--- config.mk ---
export PLATFORM = sky130hd
export DESIGN_NAME = gpx_gpio
export DESIGN_NICKNAME = d
export VERILOG_FILES = /design/src/verilog/gpx_pkg.sv /design/src/verilog/gpx_gpio.sv
export SDC_FILE = /design/constraint.sdc
export NUM_CORES = 2
export LEC_CHECK = 0
export BUFFER_PORTS_ARGS = -buffer_cell sky130_fd_sc_hd__buf_2
export CAP_MARGIN = 20
export CELL_PAD_IN_SITES_DETAIL_PLACEMENT = 2
export CELL_PAD_IN_SITES_GLOBAL_PLACEMENT = 2
export CORE_MARGIN = 1.5
export CORE_UTILIZATION = 41
export DETAILED_ROUTE_END_ITERATION = 16
export PLACE_DENSITY_LB_ADDON = 0.1
export SLEW_MARGIN = 15
export SYNTH_ARGS = -nofsm -noshare
export SYNTH_HDL_FRONTEND = slang
export SYNTH_SLANG_ARGS = --single-unit
--- constraint.sdc ---
create_clock -name clk_sys_i -period 5.3 [get_ports clk_sys_i]
set_input_delay 0.265 -clock clk_sys_i [delete_from_list [all_inputs] [get_ports clk_sys_i]]
set_output_delay 0.265 -clock clk_sys_i [all_outputs]
set_load 0.1 [all_outputs]
--- src/verilog/gpx_pkg.sv ---
// Package with the register map, field codes and bus carrier of the GPIO block.
package gpx_pkg;
    // ****************************************************************
    // Sizes
    // ****************************************************************
    localparam int PORT_W = 32;
    localparam int NPORT = 2;
    localparam int NPIN = 64;
    localparam int AW = 8;
    localparam int DW = 32;
    // ****************************************************************
    // Register byte offsets
    // ****************************************************************
    localparam logic [7:0] OFF_DIR = 8'h00;
    localparam logic [7:0] OFF_MASK = 8'h08;
    localparam logic [7:0] OFF_PIN = 8'h10;
    localparam logic [7:0] OFF_MPIN = 8'h18;
    localparam logic [7:0] OFF_SET = 8'h20;
    localparam logic [7:0] OFF_CLR = 8'h28;
    localparam logic [7:0] OFF_NOT = 8'h30;
    localparam logic [7:0] OFF_PISEL0 = 8'h40;
    localparam logic [7:0] OFF_PISEL1 = 8'h44;
    localparam logic [7:0] OFF_PILVL = 8'h48;
    localparam logic [7:0] OFF_PIENR = 8'h4c;
    localparam logic [7:0] OFF_PIENF = 8'h50;
    localparam logic [7:0] OFF_PIRISE = 8'h54;
    localparam logic [7:0] OFF_PIFALL = 8'h58;
    localparam logic [7:0] OFF_PIST = 8'h5c;
    localparam logic [7:0] OFF_GRPCTL = 8'h64;
    localparam logic [7:0] OFF_PMSRC = 8'h68;
    localparam logic [7:0] OFF_PMCFG = 8'h6c;
    localparam logic [7:0] OFF_PMCTL = 8'h70;
    localparam logic [2:0] OFF_GRP_TOP = 3'h4;
    localparam logic [7:0] PAIR_MASK = 8'hf8;
    // ****************************************************************
    // Field positions and reset values
    // ****************************************************************
    localparam int PMCTL_EN = 0;
    localparam int PMCTL_EV = 1;
    localparam int PMCTL_PIN = 2;
    localparam int PMCTL_MATCH = 24;
    localparam int PMCFG_END = 24;
    localparam int GRPCTL_ST = 2;
    localparam logic [31:0] DIR_RST = 32'h0000_0000;
    localparam logic [31:0] MASK_RST = 32'h0000_0000;
    localparam logic [31:0] OUT_RST = 32'h0000_0000;
    // ****************************************************************
    // Pattern slice condition codes
    // ****************************************************************
    localparam logic [2:0] PM_ONE = 3'h0;
    localparam logic [2:0] PM_STK_RISE = 3'h1;
    localparam logic [2:0] PM_STK_FALL = 3'h2;
    localparam logic [2:0] PM_STK_BOTH = 3'h3;
    localparam logic [2:0] PM_HIGH = 3'h4;
    localparam logic [2:0] PM_LOW = 3'h5;
    localparam logic [2:0] PM_ZERO = 3'h6;
    localparam logic [2:0] PM_EDGE = 3'h7;
    // ****************************************************************
    // Bus request carrier
    // ****************************************************************
    typedef struct packed {
        logic read;
        logic write;
        logic [AW-1:0] address;
        logic [3:0] byteenable;
        logic [DW-1:0] writedata;
    } gpx_avs_req_s;
endpackage : gpx_pkg

--- src/verilog/gpx_gpio.sv ---
// GPIO ports, pin interrupts, group interrupts and pattern match engine.
// ********************************************************************
// Overview of operation
// - Two 32-bit ports give 64 pins driven by registers unless peripheral-owned.
// - Each pin's direction is set per bit by software at run time.
// - Set and clear registers raise or lower chosen output bits only.
// - Pin reads return the pad level whatever function owns the pin.
// - Per-port mask limits masked reads and writes to unmasked bits.
// - Byte and halfword accesses change only the addressed lanes, except PMCFG writes, which load all 32 bits.
// - One write can load the whole output value of a port.
// - Toggle register inverts output bits written as one.
// - All pins are inputs after reset.
// - Any pin can make an edge or level interrupt request.
// - Two independent group interrupts detect programmable pin combinations.
// - Group interrupts wake from sleep, deep-sleep and power-down.
// - Up to eight selected pins each drive their own interrupt line.
// - Edge pin interrupts fire on rising, falling or both edges.
// - Level pin interrupts are active high or active low.
// - Pin interrupts wake from sleep and deep-sleep.
// - Pattern engine evaluates levels and transitions over eight selected pins.
// - Each product term raises its own interrupt request when met.
// - A pattern match optionally pulses the CPU event signal.
// - The CPU event signal can be routed out to a pin.
// - Pattern match wakes only from active and sleep modes.
// - Interrupt pin selection ignores the pin's function mux setting.
// ********************************************************************
`timescale 1ns/1ps
module gpx_gpio import gpx_pkg::*; #(
    parameter int NPI = 8
) (
    input wire logic clk_sys_i,
    input wire logic rst_b_i,
    input wire logic ce_i,
    input wire gpx_avs_req_s avs_req_i,
    output logic [DW-1:0] avs_readdata_o,
    output logic avs_waitrequest_o,
    input wire logic [NPIN-1:0] pad_in_i,
    input wire logic [NPIN-1:0] periph_own_i,
    output logic [NPIN-1:0] pad_out_o,
    output logic [NPIN-1:0] pad_oe_o,
    output logic [NPI-1:0] pint_irq_o,
    output logic [1:0] grp_irq_o,
    output logic cpu_event_pulse_o,
    output logic event_pin_o,
    output logic wake_sleep_o,
    output logic wake_deep_o,
    output logic wake_pd_o
);
    // ****************************************************************
    // Bus slave
    // ****************************************************************
    // Every access takes two cycles so that read data come from a flop.
    logic done_q;
    logic [DW-1:0] rdata_q;
    wire req = avs_req_i.read | avs_req_i.write;
    wire [AW-1:0] addr = avs_req_i.address;
    wire [3:0] be = avs_req_i.byteenable;
    wire [DW-1:0] wd = avs_req_i.writedata;
    wire [DW-1:0] be32 = {{8{be[3]}}, {8{be[2]}}, {8{be[1]}}, {8{be[0]}}};
    wire [DW-1:0] wdm = wd & be32;
    wire wr_go = ce_i & avs_req_i.write & done_q;
    wire port = addr[2];
    wire [AW-1:0] pair = addr & PAIR_MASK;
    wire hit_dir = pair == OFF_DIR;
    wire hit_mask = pair == OFF_MASK;
    wire hit_pin = pair == OFF_PIN;
    wire hit_mpin = pair == OFF_MPIN;
    wire hit_set = pair == OFF_SET;
    wire hit_clr = pair == OFF_CLR;
    wire hit_not = pair == OFF_NOT;
    wire hit_grp = addr[7:5] == OFF_GRP_TOP;
    wire grp_g = addr[4];
    wire grp_ena_sel = addr[3];
    assign avs_waitrequest_o = req & ~done_q;
    assign avs_readdata_o = rdata_q;
    function automatic logic [DW-1:0] merge(input logic [DW-1:0] old,
                                            input logic [DW-1:0] msk,
                                            input logic [DW-1:0] val);
        merge = (old & ~msk) | (val & msk);
    endfunction : merge

    // ****************************************************************
    // Synchroniser
    // ****************************************************************
    logic [NPIN-1:0] s1, s2, s3;
    always_ff @(posedge clk_sys_i or negedge rst_b_i) begin
        if (!rst_b_i) begin
            s1 <= '0;
            s2 <= '0;
            s3 <= '0;
        end else if (ce_i) begin
            s1 <= pad_in_i;
            s2 <= s1;
            s3 <= s2;
        end
    end

    // ****************************************************************
    // Port registers
    // ****************************************************************
    logic [NPORT-1:0][PORT_W-1:0] dir, mask, outv, next_out;
    logic [NPORT-1:0][PORT_W-1:0] pin_rd;
    genvar p;
    generate
        for (p = 0; p < NPORT; p++) begin : g_port
            wire sel = wr_go & (port == p);
            assign pin_rd[p] = pad_in_i[p*PORT_W +: PORT_W];
            assign pad_out_o[p*PORT_W +: PORT_W] = outv[p];
            assign pad_oe_o[p*PORT_W +: PORT_W] =
                dir[p] & ~periph_own_i[p*PORT_W +: PORT_W];
            always_comb begin
                next_out[p] = outv[p];
                if (sel & hit_pin)
                    next_out[p] = merge(outv[p], be32, wd);
                else if (sel & hit_mpin)
                    next_out[p] = merge(outv[p], be32 & ~mask[p], wd);
                else if (sel & hit_set)
                    next_out[p] = outv[p] | wdm;
                else if (sel & hit_clr)
                    next_out[p] = outv[p] & ~wdm;
                else if (sel & hit_not)
                    next_out[p] = outv[p] ^ wdm;
            end
            always_ff @(posedge clk_sys_i or negedge rst_b_i) begin
                if (!rst_b_i) begin
                    dir[p] <= DIR_RST;
                    mask[p] <= MASK_RST;
                    outv[p] <= OUT_RST;
                end else if (ce_i) begin
                    outv[p] <= next_out[p];
                    if (sel & hit_dir)
                        dir[p] <= merge(dir[p], be32, wd);
                    if (sel & hit_mask)
                        mask[p] <= merge(mask[p], be32, wd);
                end
            end
        end
    endgenerate

    // ****************************************************************
    // Pin interrupts
    // ****************************************************************
    logic [NPI-1:0][5:0] pisel;
    logic [NPI-1:0] pi_lvl, pi_enr, pi_enf, rise_st, fall_st;
    logic [NPI-1:0] pi_in, pi_prev, pint_req;
    logic [63:0] pisel_w;
    genvar k;
    generate
        for (k = 0; k < NPI; k++) begin : g_pi
            assign pisel_w[k*8 +: 8] = {2'b00, pisel[k]};
            assign pi_in[k] = s2[pisel[k]];
            assign pi_prev[k] = s3[pisel[k]];
        end
    endgenerate
    wire [NPI-1:0] pi_rose = pi_in & ~pi_prev;
    wire [NPI-1:0] pi_fell = ~pi_in & pi_prev;
    wire [NPI-1:0] pi_edge_req = (rise_st & pi_enr) | (fall_st & pi_enf);
    wire [NPI-1:0] pi_lvl_req = pi_enr & ~(pi_in ^ pi_enf);
    assign pint_req = (pi_lvl & pi_lvl_req) | (~pi_lvl & pi_edge_req);
    wire [DW-1:0] pisel_be0 = (wr_go & addr == OFF_PISEL0) ? be32 : '0;
    wire [DW-1:0] pisel_be1 = (wr_go & addr == OFF_PISEL1) ? be32 : '0;
    wire [63:0] pisel_nx = {merge(pisel_w[63:32], pisel_be1, wd),
                            merge(pisel_w[31:0], pisel_be0, wd)};
    wire [NPI-1:0] rise_clr = (wr_go & addr == OFF_PIRISE) ? wdm[NPI-1:0] : '0;
    wire [NPI-1:0] fall_clr = (wr_go & addr == OFF_PIFALL) ? wdm[NPI-1:0] : '0;

    always_ff @(posedge clk_sys_i or negedge rst_b_i) begin
        if (!rst_b_i) begin
            pisel <= '0;
            pi_lvl <= '0;
            pi_enr <= '0;
            pi_enf <= '0;
            rise_st <= '0;
            fall_st <= '0;
        end else if (ce_i) begin
            for (int i = 0; i < NPI; i++) begin
                pisel[i] <= pisel_nx[i*8 +: 6];
            end
            if (wr_go & addr == OFF_PILVL & be[0])
                pi_lvl <= wd[NPI-1:0];
            if (wr_go & addr == OFF_PIENR & be[0])
                pi_enr <= wd[NPI-1:0];
            if (wr_go & addr == OFF_PIENF & be[0])
                pi_enf <= wd[NPI-1:0];
            // A new edge wins over a clear in the same cycle.
            rise_st <= (rise_st & ~rise_clr) | pi_rose;
            fall_st <= (fall_st & ~fall_clr) | pi_fell;
        end
    end

    // ****************************************************************
    // Group interrupts
    // ****************************************************************
    logic [1:0][NPORT-1:0][PORT_W-1:0] grp_pol, grp_ena;
    logic [1:0] grp_and, grp_hit, grp_hit_q, grp_st;
    genvar g;
    generate
        for (g = 0; g < 2; g++) begin : g_grp
            wire [NPIN-1:0] act = ~(s2 ^ grp_pol[g]);
            wire [NPIN-1:0] ena = grp_ena[g];
            wire any_hit = |(act & ena);
            wire all_hit = (|ena) & (&(act | ~ena));
            assign grp_hit[g] = grp_and[g] ? all_hit : any_hit;
        end
    endgenerate
    wire grp_wr = wr_go & hit_grp;
    wire [1:0] grp_clr = (wr_go & addr == OFF_GRPCTL) ?
        wdm[GRPCTL_ST +: 2] : 2'b00;
    assign grp_irq_o = grp_st;

    always_ff @(posedge clk_sys_i or negedge rst_b_i) begin
        if (!rst_b_i) begin
            grp_pol <= '0;
            grp_ena <= '0;
            grp_and <= '0;
            grp_hit_q <= '0;
            grp_st <= '0;
        end else if (ce_i) begin
            if (grp_wr & ~grp_ena_sel)
                grp_pol[grp_g][port] <= merge(grp_pol[grp_g][port], be32, wd);
            if (grp_wr & grp_ena_sel)
                grp_ena[grp_g][port] <= merge(grp_ena[grp_g][port], be32, wd);
            if (wr_go & addr == OFF_GRPCTL & be[0])
                grp_and <= wd[1:0];
            grp_hit_q <= grp_hit;
            grp_st <= (grp_st & ~grp_clr) | (grp_hit & ~grp_hit_q);
        end
    end

    // ****************************************************************
    // Pattern match engine
    // ****************************************************************
    // Slices chain into product terms; a slice with its end flag closes a
    // term. The last slice always closes one so no term is left open.
    logic [NPI-1:0][2:0] pmsrc, pmcfg;
    logic [NPI-1:0] pm_end, pm_stk, pm_val, pm_prod, pm_match;
    logic pm_en, ev_en, ev_pin_en, match_q;
    wire pm_cfg_wr = wr_go & (addr == OFF_PMSRC | addr == OFF_PMCFG);
    generate
        for (k = 0; k < NPI; k++) begin : g_pm
            wire in_k = pi_in[pmsrc[k]];
            wire rose_k = pi_rose[pmsrc[k]];
            wire fell_k = pi_fell[pmsrc[k]];
            wire stk_set = (pmcfg[k] == PM_STK_RISE & rose_k) |
                           (pmcfg[k] == PM_STK_FALL & fell_k) |
                           (pmcfg[k] == PM_STK_BOTH & (rose_k | fell_k));
            always_comb begin
                case (pmcfg[k])
                    PM_ONE: pm_val[k] = 1'b1;
                    PM_STK_RISE: pm_val[k] = pm_stk[k] | rose_k;
                    PM_STK_FALL: pm_val[k] = pm_stk[k] | fell_k;
                    PM_STK_BOTH: pm_val[k] = pm_stk[k] | rose_k | fell_k;
                    PM_HIGH: pm_val[k] = in_k;
                    PM_LOW: pm_val[k] = ~in_k;
                    PM_ZERO: pm_val[k] = 1'b0;
                    default: pm_val[k] = rose_k | fell_k;
                endcase
            end
            if (k == 0) begin : g_first
                assign pm_prod[k] = pm_val[k];
            end else begin : g_next
                assign pm_prod[k] = pm_val[k] & (pm_end[k-1] | pm_prod[k-1]);
            end
            wire end_k = (k == NPI - 1) | pm_end[k];
            assign pm_match[k] = pm_prod[k] & end_k;
            always_ff @(posedge clk_sys_i or negedge rst_b_i) begin
                if (!rst_b_i)
                    pm_stk[k] <= 1'b0;
                else if (ce_i)
                    pm_stk[k] <= (pm_stk[k] | stk_set) & ~pm_cfg_wr;
            end
        end
    endgenerate
    wire match_any = |pm_match;
    assign pint_irq_o = pm_en ? pm_match : pint_req;
    assign event_pin_o = cpu_event_pulse_o & ev_pin_en;
    assign wake_pd_o = |grp_st;
    assign wake_deep_o = (|grp_st) | (~pm_en & (|pint_req));
    assign wake_sleep_o = (|grp_st) | (|pint_irq_o);

    always_ff @(posedge clk_sys_i or negedge rst_b_i) begin
        if (!rst_b_i) begin
            pmsrc <= '0;
            pmcfg <= '0;
            pm_end <= '0;
            pm_en <= 1'b0;
            ev_en <= 1'b0;
            ev_pin_en <= 1'b0;
            match_q <= 1'b0;
            cpu_event_pulse_o <= 1'b0;
        end else if (ce_i) begin
            if (wr_go & addr == OFF_PMSRC)
                pmsrc <= (pmsrc & ~be32[23:0]) | (wd[23:0] & be32[23:0]);
            if (wr_go & addr == OFF_PMCFG) begin
                pmcfg <= wd[23:0];
                pm_end <= wd[PMCFG_END +: 8];
            end
            if (wr_go & addr == OFF_PMCTL & be[0]) begin
                pm_en <= wd[PMCTL_EN];
                ev_en <= wd[PMCTL_EV];
                ev_pin_en <= wd[PMCTL_PIN];
            end
            match_q <= match_any;
            cpu_event_pulse_o <= pm_en & ev_en & match_any & ~match_q;
        end
    end

    // ****************************************************************
    // Read data
    // ****************************************************************
    logic [DW-1:0] rd_mux;
    always_comb begin
        rd_mux = 32'h0000_0000;
        if (hit_dir)
            rd_mux = dir[port];
        else if (hit_mask)
            rd_mux = mask[port];
        else if (hit_pin)
            rd_mux = pin_rd[port];
        else if (hit_mpin)
            rd_mux = pin_rd[port] & ~mask[port];
        else if (hit_set)
            rd_mux = outv[port];
        else if (hit_grp)
            rd_mux = grp_ena_sel ? grp_ena[grp_g][port] : grp_pol[grp_g][port];
        else begin
            case (addr)
                OFF_PISEL0: rd_mux = pisel_w[31:0];
                OFF_PISEL1: rd_mux = pisel_w[63:32];
                OFF_PILVL: rd_mux = {24'h00_0000, pi_lvl};
                OFF_PIENR: rd_mux = {24'h00_0000, pi_enr};
                OFF_PIENF: rd_mux = {24'h00_0000, pi_enf};
                OFF_PIRISE: rd_mux = {24'h00_0000, rise_st};
                OFF_PIFALL: rd_mux = {24'h00_0000, fall_st};
                OFF_PIST: rd_mux = {24'h00_0000, pint_req};
                OFF_GRPCTL: rd_mux = {28'h000_0000, grp_st, grp_and};
                OFF_PMSRC: rd_mux = {8'h00, pmsrc};
                OFF_PMCFG: rd_mux = {pm_end, pmcfg};
                OFF_PMCTL: rd_mux = {pm_match, 21'h00_0000,
                                     ev_pin_en, ev_en, pm_en};
                default: rd_mux = 32'h0000_0000;
            endcase
        end
    end

    always_ff @(posedge clk_sys_i or negedge rst_b_i) begin
        if (!rst_b_i) begin
            done_q <= 1'b0;
            rdata_q <= 32'h0000_0000;
        end else if (ce_i) begin
            done_q <= req & ~done_q;
            if (avs_req_i.read & ~done_q)
                rdata_q <= rd_mux & be32;
        end
    end

    // ****************************************************************
    // Assertions
    // ****************************************************************
    a_set_raises_bits: assert property (
        @(posedge clk_sys_i) disable iff (!rst_b_i)
        wr_go & hit_set & ~port |=> (outv[0] & $past(wdm)) == $past(wdm))
        else $error("set write did not raise bits");
    a_clr_lowers_bits: assert property (
        @(posedge clk_sys_i) disable iff (!rst_b_i)
        wr_go & hit_clr & port |=> (outv[1] & $past(wdm)) == 32'h0000_0000)
        else $error("clear write did not lower bits");
    a_toggle_inverts: assert property (
        @(posedge clk_sys_i) disable iff (!rst_b_i)
        wr_go & hit_not & ~port |=> outv[0] == ($past(outv[0]) ^ $past(wdm)))
        else $error("toggle result wrong");
    a_mask_keeps_bits: assert property (
        @(posedge clk_sys_i) disable iff (!rst_b_i)
        wr_go & hit_mpin & ~port & ~(|avs_req_i.byteenable ^ 1'b1) |=>
        (outv[0] & mask[0]) == $past(outv[0] & mask[0]))
        else $error("masked write changed a masked bit");
    a_lane_untouched: assert property (
        @(posedge clk_sys_i) disable iff (!rst_b_i)
        wr_go & hit_pin & ~port & ~be[0] |=> outv[0][7:0] == $past(outv[0][7:0]))
        else $error("unselected byte lane changed");
    a_rise_captured: assert property (
        @(posedge clk_sys_i) disable iff (!rst_b_i)
        ce_i & pi_rose[0] |=> rise_st[0])
        else $error("rising edge not captured");
    a_level_request: assert property (
        @(posedge clk_sys_i) disable iff (!rst_b_i)
        ~pm_en & pi_lvl[0] & pi_enr[0] & (pi_in[0] == pi_enf[0]) |->
        pint_irq_o[0])
        else $error("level request missing");
    a_event_single: assert property (
        @(posedge clk_sys_i) disable iff (!rst_b_i)
        cpu_event_pulse_o & ce_i |=> !cpu_event_pulse_o)
        else $error("event pulse longer than one cycle");
    a_pm_no_deep: assert property (
        @(posedge clk_sys_i) disable iff (!rst_b_i)
        pm_en & (grp_st == 2'b00) |-> !wake_deep_o)
        else $error("pattern match woke from deep-sleep");
    a_sync_two_stage: assert property (
        @(posedge clk_sys_i) disable iff (!rst_b_i)
        ce_i ##1 ce_i |=> s2 == $past(pad_in_i, 2))
        else $error("synchroniser depth wrong");
endmodule : gpx_gpio

==> impl_table.tex <==
\begin{tabular}{lr}
\hline
Metric & Value \\
\hline
\multicolumn{2}{l}{\textbf{STA}} \\
Final-layout setup total negative slack & -9.10 ns \\
Shortest period the worst path allows & 6.65 ns \\
Share of the cycle needed by the critical path after routing & 125\% \\
RSZ-0062 raised after global routing & true \\
Hold violation count in the final report & 0 \\
Peak clock frequency supported by timing & 150 MHz \\
Setup ws final & -1.35 ns \\
Clock tree skew after final layout & approximately 0.043 ns \\
Finish-stage setup viols & 14 \\
Hold slack final & 0.00663 ns \\
Max\_slew headroom & 6.30\% \\
Final number of max-transition violations & 0 \\
Actual transition at the worst max-transition pin & 1.41 ns \\
\multicolumn{2}{l}{\textbf{GRT}} \\
Met3 global-route usage & between 10\% and 20\% \\
First-pass GRT wire length & between 400 and 500 mm \\
Met1 Use GR & between 50\% and 60\% \\
GR met2 Demand/Resource & about 74\% \\
GR Util All Layers & about half \\
Most used routing layer & met2 \\
Initial antenna violation count & 35 \\
Vias in the first global route & 60600 \\
Largest net degree at the start of global routing & 149 \\
Total gr overflow & 0 \\
\multicolumn{2}{l}{\textbf{Outcome}} \\
Failing checks & negative setup slack \\
Result of the run & finished, violations left \\
\multicolumn{2}{l}{\textbf{Power}} \\
Sequential share of power & 34.9\% \\
Clock network fraction of total power & approximately a third \\
LEAKAGE & 29.9 nW \\
Internal power consumption & $\sim$14 mW \\
Part of the power in combinational logic & a little under a third \\
Worst voltage drop across the vdd grid & 0.241 mV \\
Pwr/cell area & $\sim$320 nW/um2 \\
Switching pwr & 8.88 mW \\
Proportion of total power due to net switching & 39.2\% \\
Final Power & 22.7 mW \\
\multicolumn{2}{l}{\textbf{Worst hold path}} \\
Worst Hold Class & in2reg \\
\multicolumn{2}{l}{\textbf{Floorplan}} \\
Die span in y & 378 um \\
Initial core utilization & around two fifths \\
Total core area & 139000 um2 \\
Die area & about 140000 um2 \\
Total number of placement rows & about 140 \\
Width of the die & 378 um \\
I/O pin cnt & approximately 350 \\
\multicolumn{2}{l}{\textbf{Route}} \\
Total Routed Length & 357 mm \\
DR WL/cell & 42.9 um \\
Number of remaining DRC errors & 0 \\
Total vias in the final route & 58400 \\
ANT nets after route & 0 \\
Average vias per placed instance & 7.01 \\
Number of violations reported at the end of detailed-routing iteration 0 & 7055 \\
Total iterations of the first detailed-routing run & 6 \\
\multicolumn{2}{l}{\textbf{Setup path}} \\
Top fanout value on the critical path & 8 \\
Critical Path Source Type & register \\
Slowest cell delay on critical path & 0.52 ns \\
Type of the worst setup path & reg2out \\
Critical path required time & 5.04 ns \\
Critical path data arrival time & around 6.4 ns \\
Crit path cell chain & buf\_12 -> buf\_16 -> mux4\_2 -> mux4\_2 -> mux2i\_2 -> buf\_4 -> nor2\_1 -> a21o\_2 -> a221o\_1 -> or3\_1 -> nand4\_1 -> o2111ai\_2 -> buf\_6 -> buf\_6 -> a2111oi\_4 -> buf\_4 -> nor3\_4 -> o211ai\_1 -> o2111ai\_1 -> or3\_4 -> buf\_12 \\
Kind of end point of the critical path & primary output \\
Slowest stage cell, crit path & mux4\_2 \\
\multicolumn{2}{l}{\textbf{Synth}} \\
Fraction of the yosys area taken by sequential cells & a little over a third \\
Count of unique library cells instantiated by Yosys & 93 \\
Syn Std Cell Area & between 50000 and 60000 um2 \\
Number of enable-type register cells in the synthesized netlist & 0 \\
Synthesized netlist cell count & 5628 \\
Number of synthesized register bits & 836 \\
Predominant post-synthesis flop cell & dfrtp\_1 \\
Mean instance size in the synthesized netlist & 10.2 um2 \\
Ys async rst share & 100\% \\
Number of warnings printed during yosys synthesis & 0 \\
Net count after synthesis & just under 6000 \\
\multicolumn{2}{l}{\textbf{Layout}} \\
Post-layout nets & about 6700 \\
Synthesis-to-layout area growth & 22.8\% \\
Post-Route Utilization & 50.7\% \\
Proportion of layout cells with a drive suffix above 1 & 32.7\% \\
Final standard cell area without fillers & just over 70000 um2 \\
\multicolumn{2}{l}{\textbf{Clock network}} \\
Total number of H-tree levels & 3 \\
TritonCTS clock tree & yes \\
Clk Latency, worst-skew pair & approximately 0.80 ns \\
Number of CTS-inserted buffers & 103 \\
Clock tree sinks & 836 \\
Maximum buffer depth of the clock tree & 3 \\
Clock tree root buffer cell & clkbuf\_16 \\
Clock transition at the registers of the reported paths & about 0.070 ns \\
\multicolumn{2}{l}{\textbf{Placed design}} \\
Post-placement cell area & 65500 um2 \\
Routability congestion estimate & 1.04 \\
HPWL Detailed & about 260 mm \\
IO buf count & 352 \\
\multicolumn{2}{l}{\textbf{Run}} \\
Max-capacitance violation count & 0 \\
\hline
\end{tabular}
==> worst max-delay path, delay by kind of cell, from the launching register on <==
family | cells | cell delay [ns]
flops | 1 | 0.42
simple gates | 5 | 1.01
mux | 3 | 1.27
buf+inv | 7 | 1.21
compound gates | 6 | 1.65
==> metrics by stage <==
step                      cells  setup WS [ns]
after floorplan            5628         -0.338
after global placement     8019         -0.283
after detailed placement   8019         -0.479
after CTS                  8299          -1.00
after global routing       8314          -1.40
final                      8326          -1.35
==> area by class of cell <==
| type | instances | area [um2] |
|---|---|---|
| fill | 14100 | 68700 |
| multi-input combinational | 4063 | 34300 |
| sequential | 836 | 20900 |
| timing repair buffer | 1096 | 8650 |
| clock buffer | 148 | 3000 |
| tap | 1876 | 2350 |
| inverter | 256 | 961 |
| clock inverter | 38 | 467 |
| antenna | 13 | 32.5 |
==> Yosys cell counts (all sizes together) (5+ instances only) <==
cell type / instances / area share [%]
a211oi: 98 / 1.3
a21boi: 22 / 0.29
a21o: 6 / 0.078
a21oi: 355 / 3.1
a221o: 8 / 0.14
a221oi: 47 / 0.72
a22o: 42 / 0.64
a22oi: 166 / 2.2
a31oi: 10 / 0.11
a32oi: 48 / 0.73
and2: 30 / 0.33
and3: 8 / 0.087
buf: 109 / 1.1
clkbuf: 364 / 2.4
dfrtp: 836 / 36
ha: 128 / 2.8
inv: 253 / 1.7
mux2: 491 / 9.6
mux2i: 352 / 6.2
mux4: 290 / 11
nand2: 401 / 2.6
nand2b: 54 / 0.59
nand3: 46 / 0.41
nand3b: 21 / 0.27
nand4: 45 / 0.49
nor2: 249 / 1.6
nor2b: 191 / 2.1
nor3: 45 / 0.40
nor3b: 10 / 0.13
nor4: 63 / 0.73
nor4bb: 6 / 0.10
o2111ai: 15 / 0.23
o211ai: 31 / 0.40
o21a: 13 / 0.17
o21ai: 420 / 3.7
o221ai: 22 / 0.33
o22ai: 84 / 0.91
o311ai: 5 / 0.076
o31ai: 14 / 0.18
o41ai: 7 / 0.12
or3: 11 / 0.13
or4: 6 / 0.078
xnor2: 138 / 2.1
xor2: 16 / 0.24
==> power groups by stage <==
stage / registers, mW / clock network [mW] / logic (mW)
after floorplan: 8.15 / 0 / 2.87
after global placement: 7.86 / 0 / 6.32
after detailed placement: 7.89 / 0 / 6.53
after CTS: 7.80 / 7.57 / 6.72
after global routing: 7.89 / 7.86 / 7.23
final: 7.92 / 7.65 / 7.10
==> cell usage in the layout (no fill, tap or decap), types with 53 or more instances in the layout <==
| master | synthesis | routed |
|---|---|---|
| a211oi_1 | 97 | 93 |
| a21oi_1 | 353 | 347 |
| a22oi_1 | 166 | 160 |
| buf_12 | 2 | 65 |
| buf_2 | 37 | 339 |
| buf_4 | 9 | 584 |
| clkbuf_16 | 0 | 105 |
| dfrtp_1 | 836 | 818 |
| dlygate4sd3_1 | 0 | 70 |
| ha_1 | 128 | 128 |
| inv_1 | 251 | 249 |
| mux2_2 | 486 | 482 |
| mux2i_1 | 350 | 342 |
| mux4_2 | 279 | 287 |
| nand2_1 | 399 | 394 |
| nand2b_1 | 54 | 54 |
| nor2_1 | 249 | 240 |
| nor2b_1 | 191 | 189 |
| nor4_1 | 59 | 53 |
| o21ai_0 | 409 | 405 |
| o22ai_1 | 84 | 82 |
| xnor2_1 | 138 | 137 |
==> layer usage <==
layer	part of all wire (%)	vias to the layer above
met3	10	1385
met1	36	30600
li1	-	22300
met4	9.8	18
met2	43	4041
met5	0.13	-
==> cell families (layout without fill, tap and decap cells) <==
| group | after synthesis | after routing | synth area share [%] |
|---|---|---|---|
| other | 0 | 13 | 0 |
| AOI/OAI and AO/OA | 1445 | 1445 | 15.9 |
| DFF | 836 | 836 | 36.4 |
| buffers and inverters | 729 | 1538 | 5.10 |
| muxes | 1133 | 1133 | 27.2 |
| adders and majority gates | 128 | 128 | 2.78 |
| xor gates and xnor gates | 154 | 154 | 2.34 |
| and+or+nand+nor | 1203 | 1203 | 10.3 |
==> timing repair <==
item | in CTS | in global routing
pin swaps | 25 | 40
resized for setup | 77 | 72
endpoints found under the hold margin | 156 | 0
hold buffers | 70 | 0
cloned | 4 | 1
setup endpoints to repair | 15 | 19
buffers inserted | 21 | 15
==> worst paths after layout <==
path,startpoint,to,slack [ns],cells after the start
worst max-delay path,register,wake_sleep_o,-1.35,21
worst min-delay path,avs_req_i[7],pi_enr[7],0.007,2
worst max register to register,register,cpu_event_pulse_o,-0.33,22
worst min register to register,grp_hit_q[1],grp_irq_o[1],0.49,1
max in group asynchronous,rst_b_i,grp_pol[21],3.52,3
min in group asynchronous,rst_b_i,asynchronous set/reset pin,0.20,2
Power figures use the tool's default switching activity.
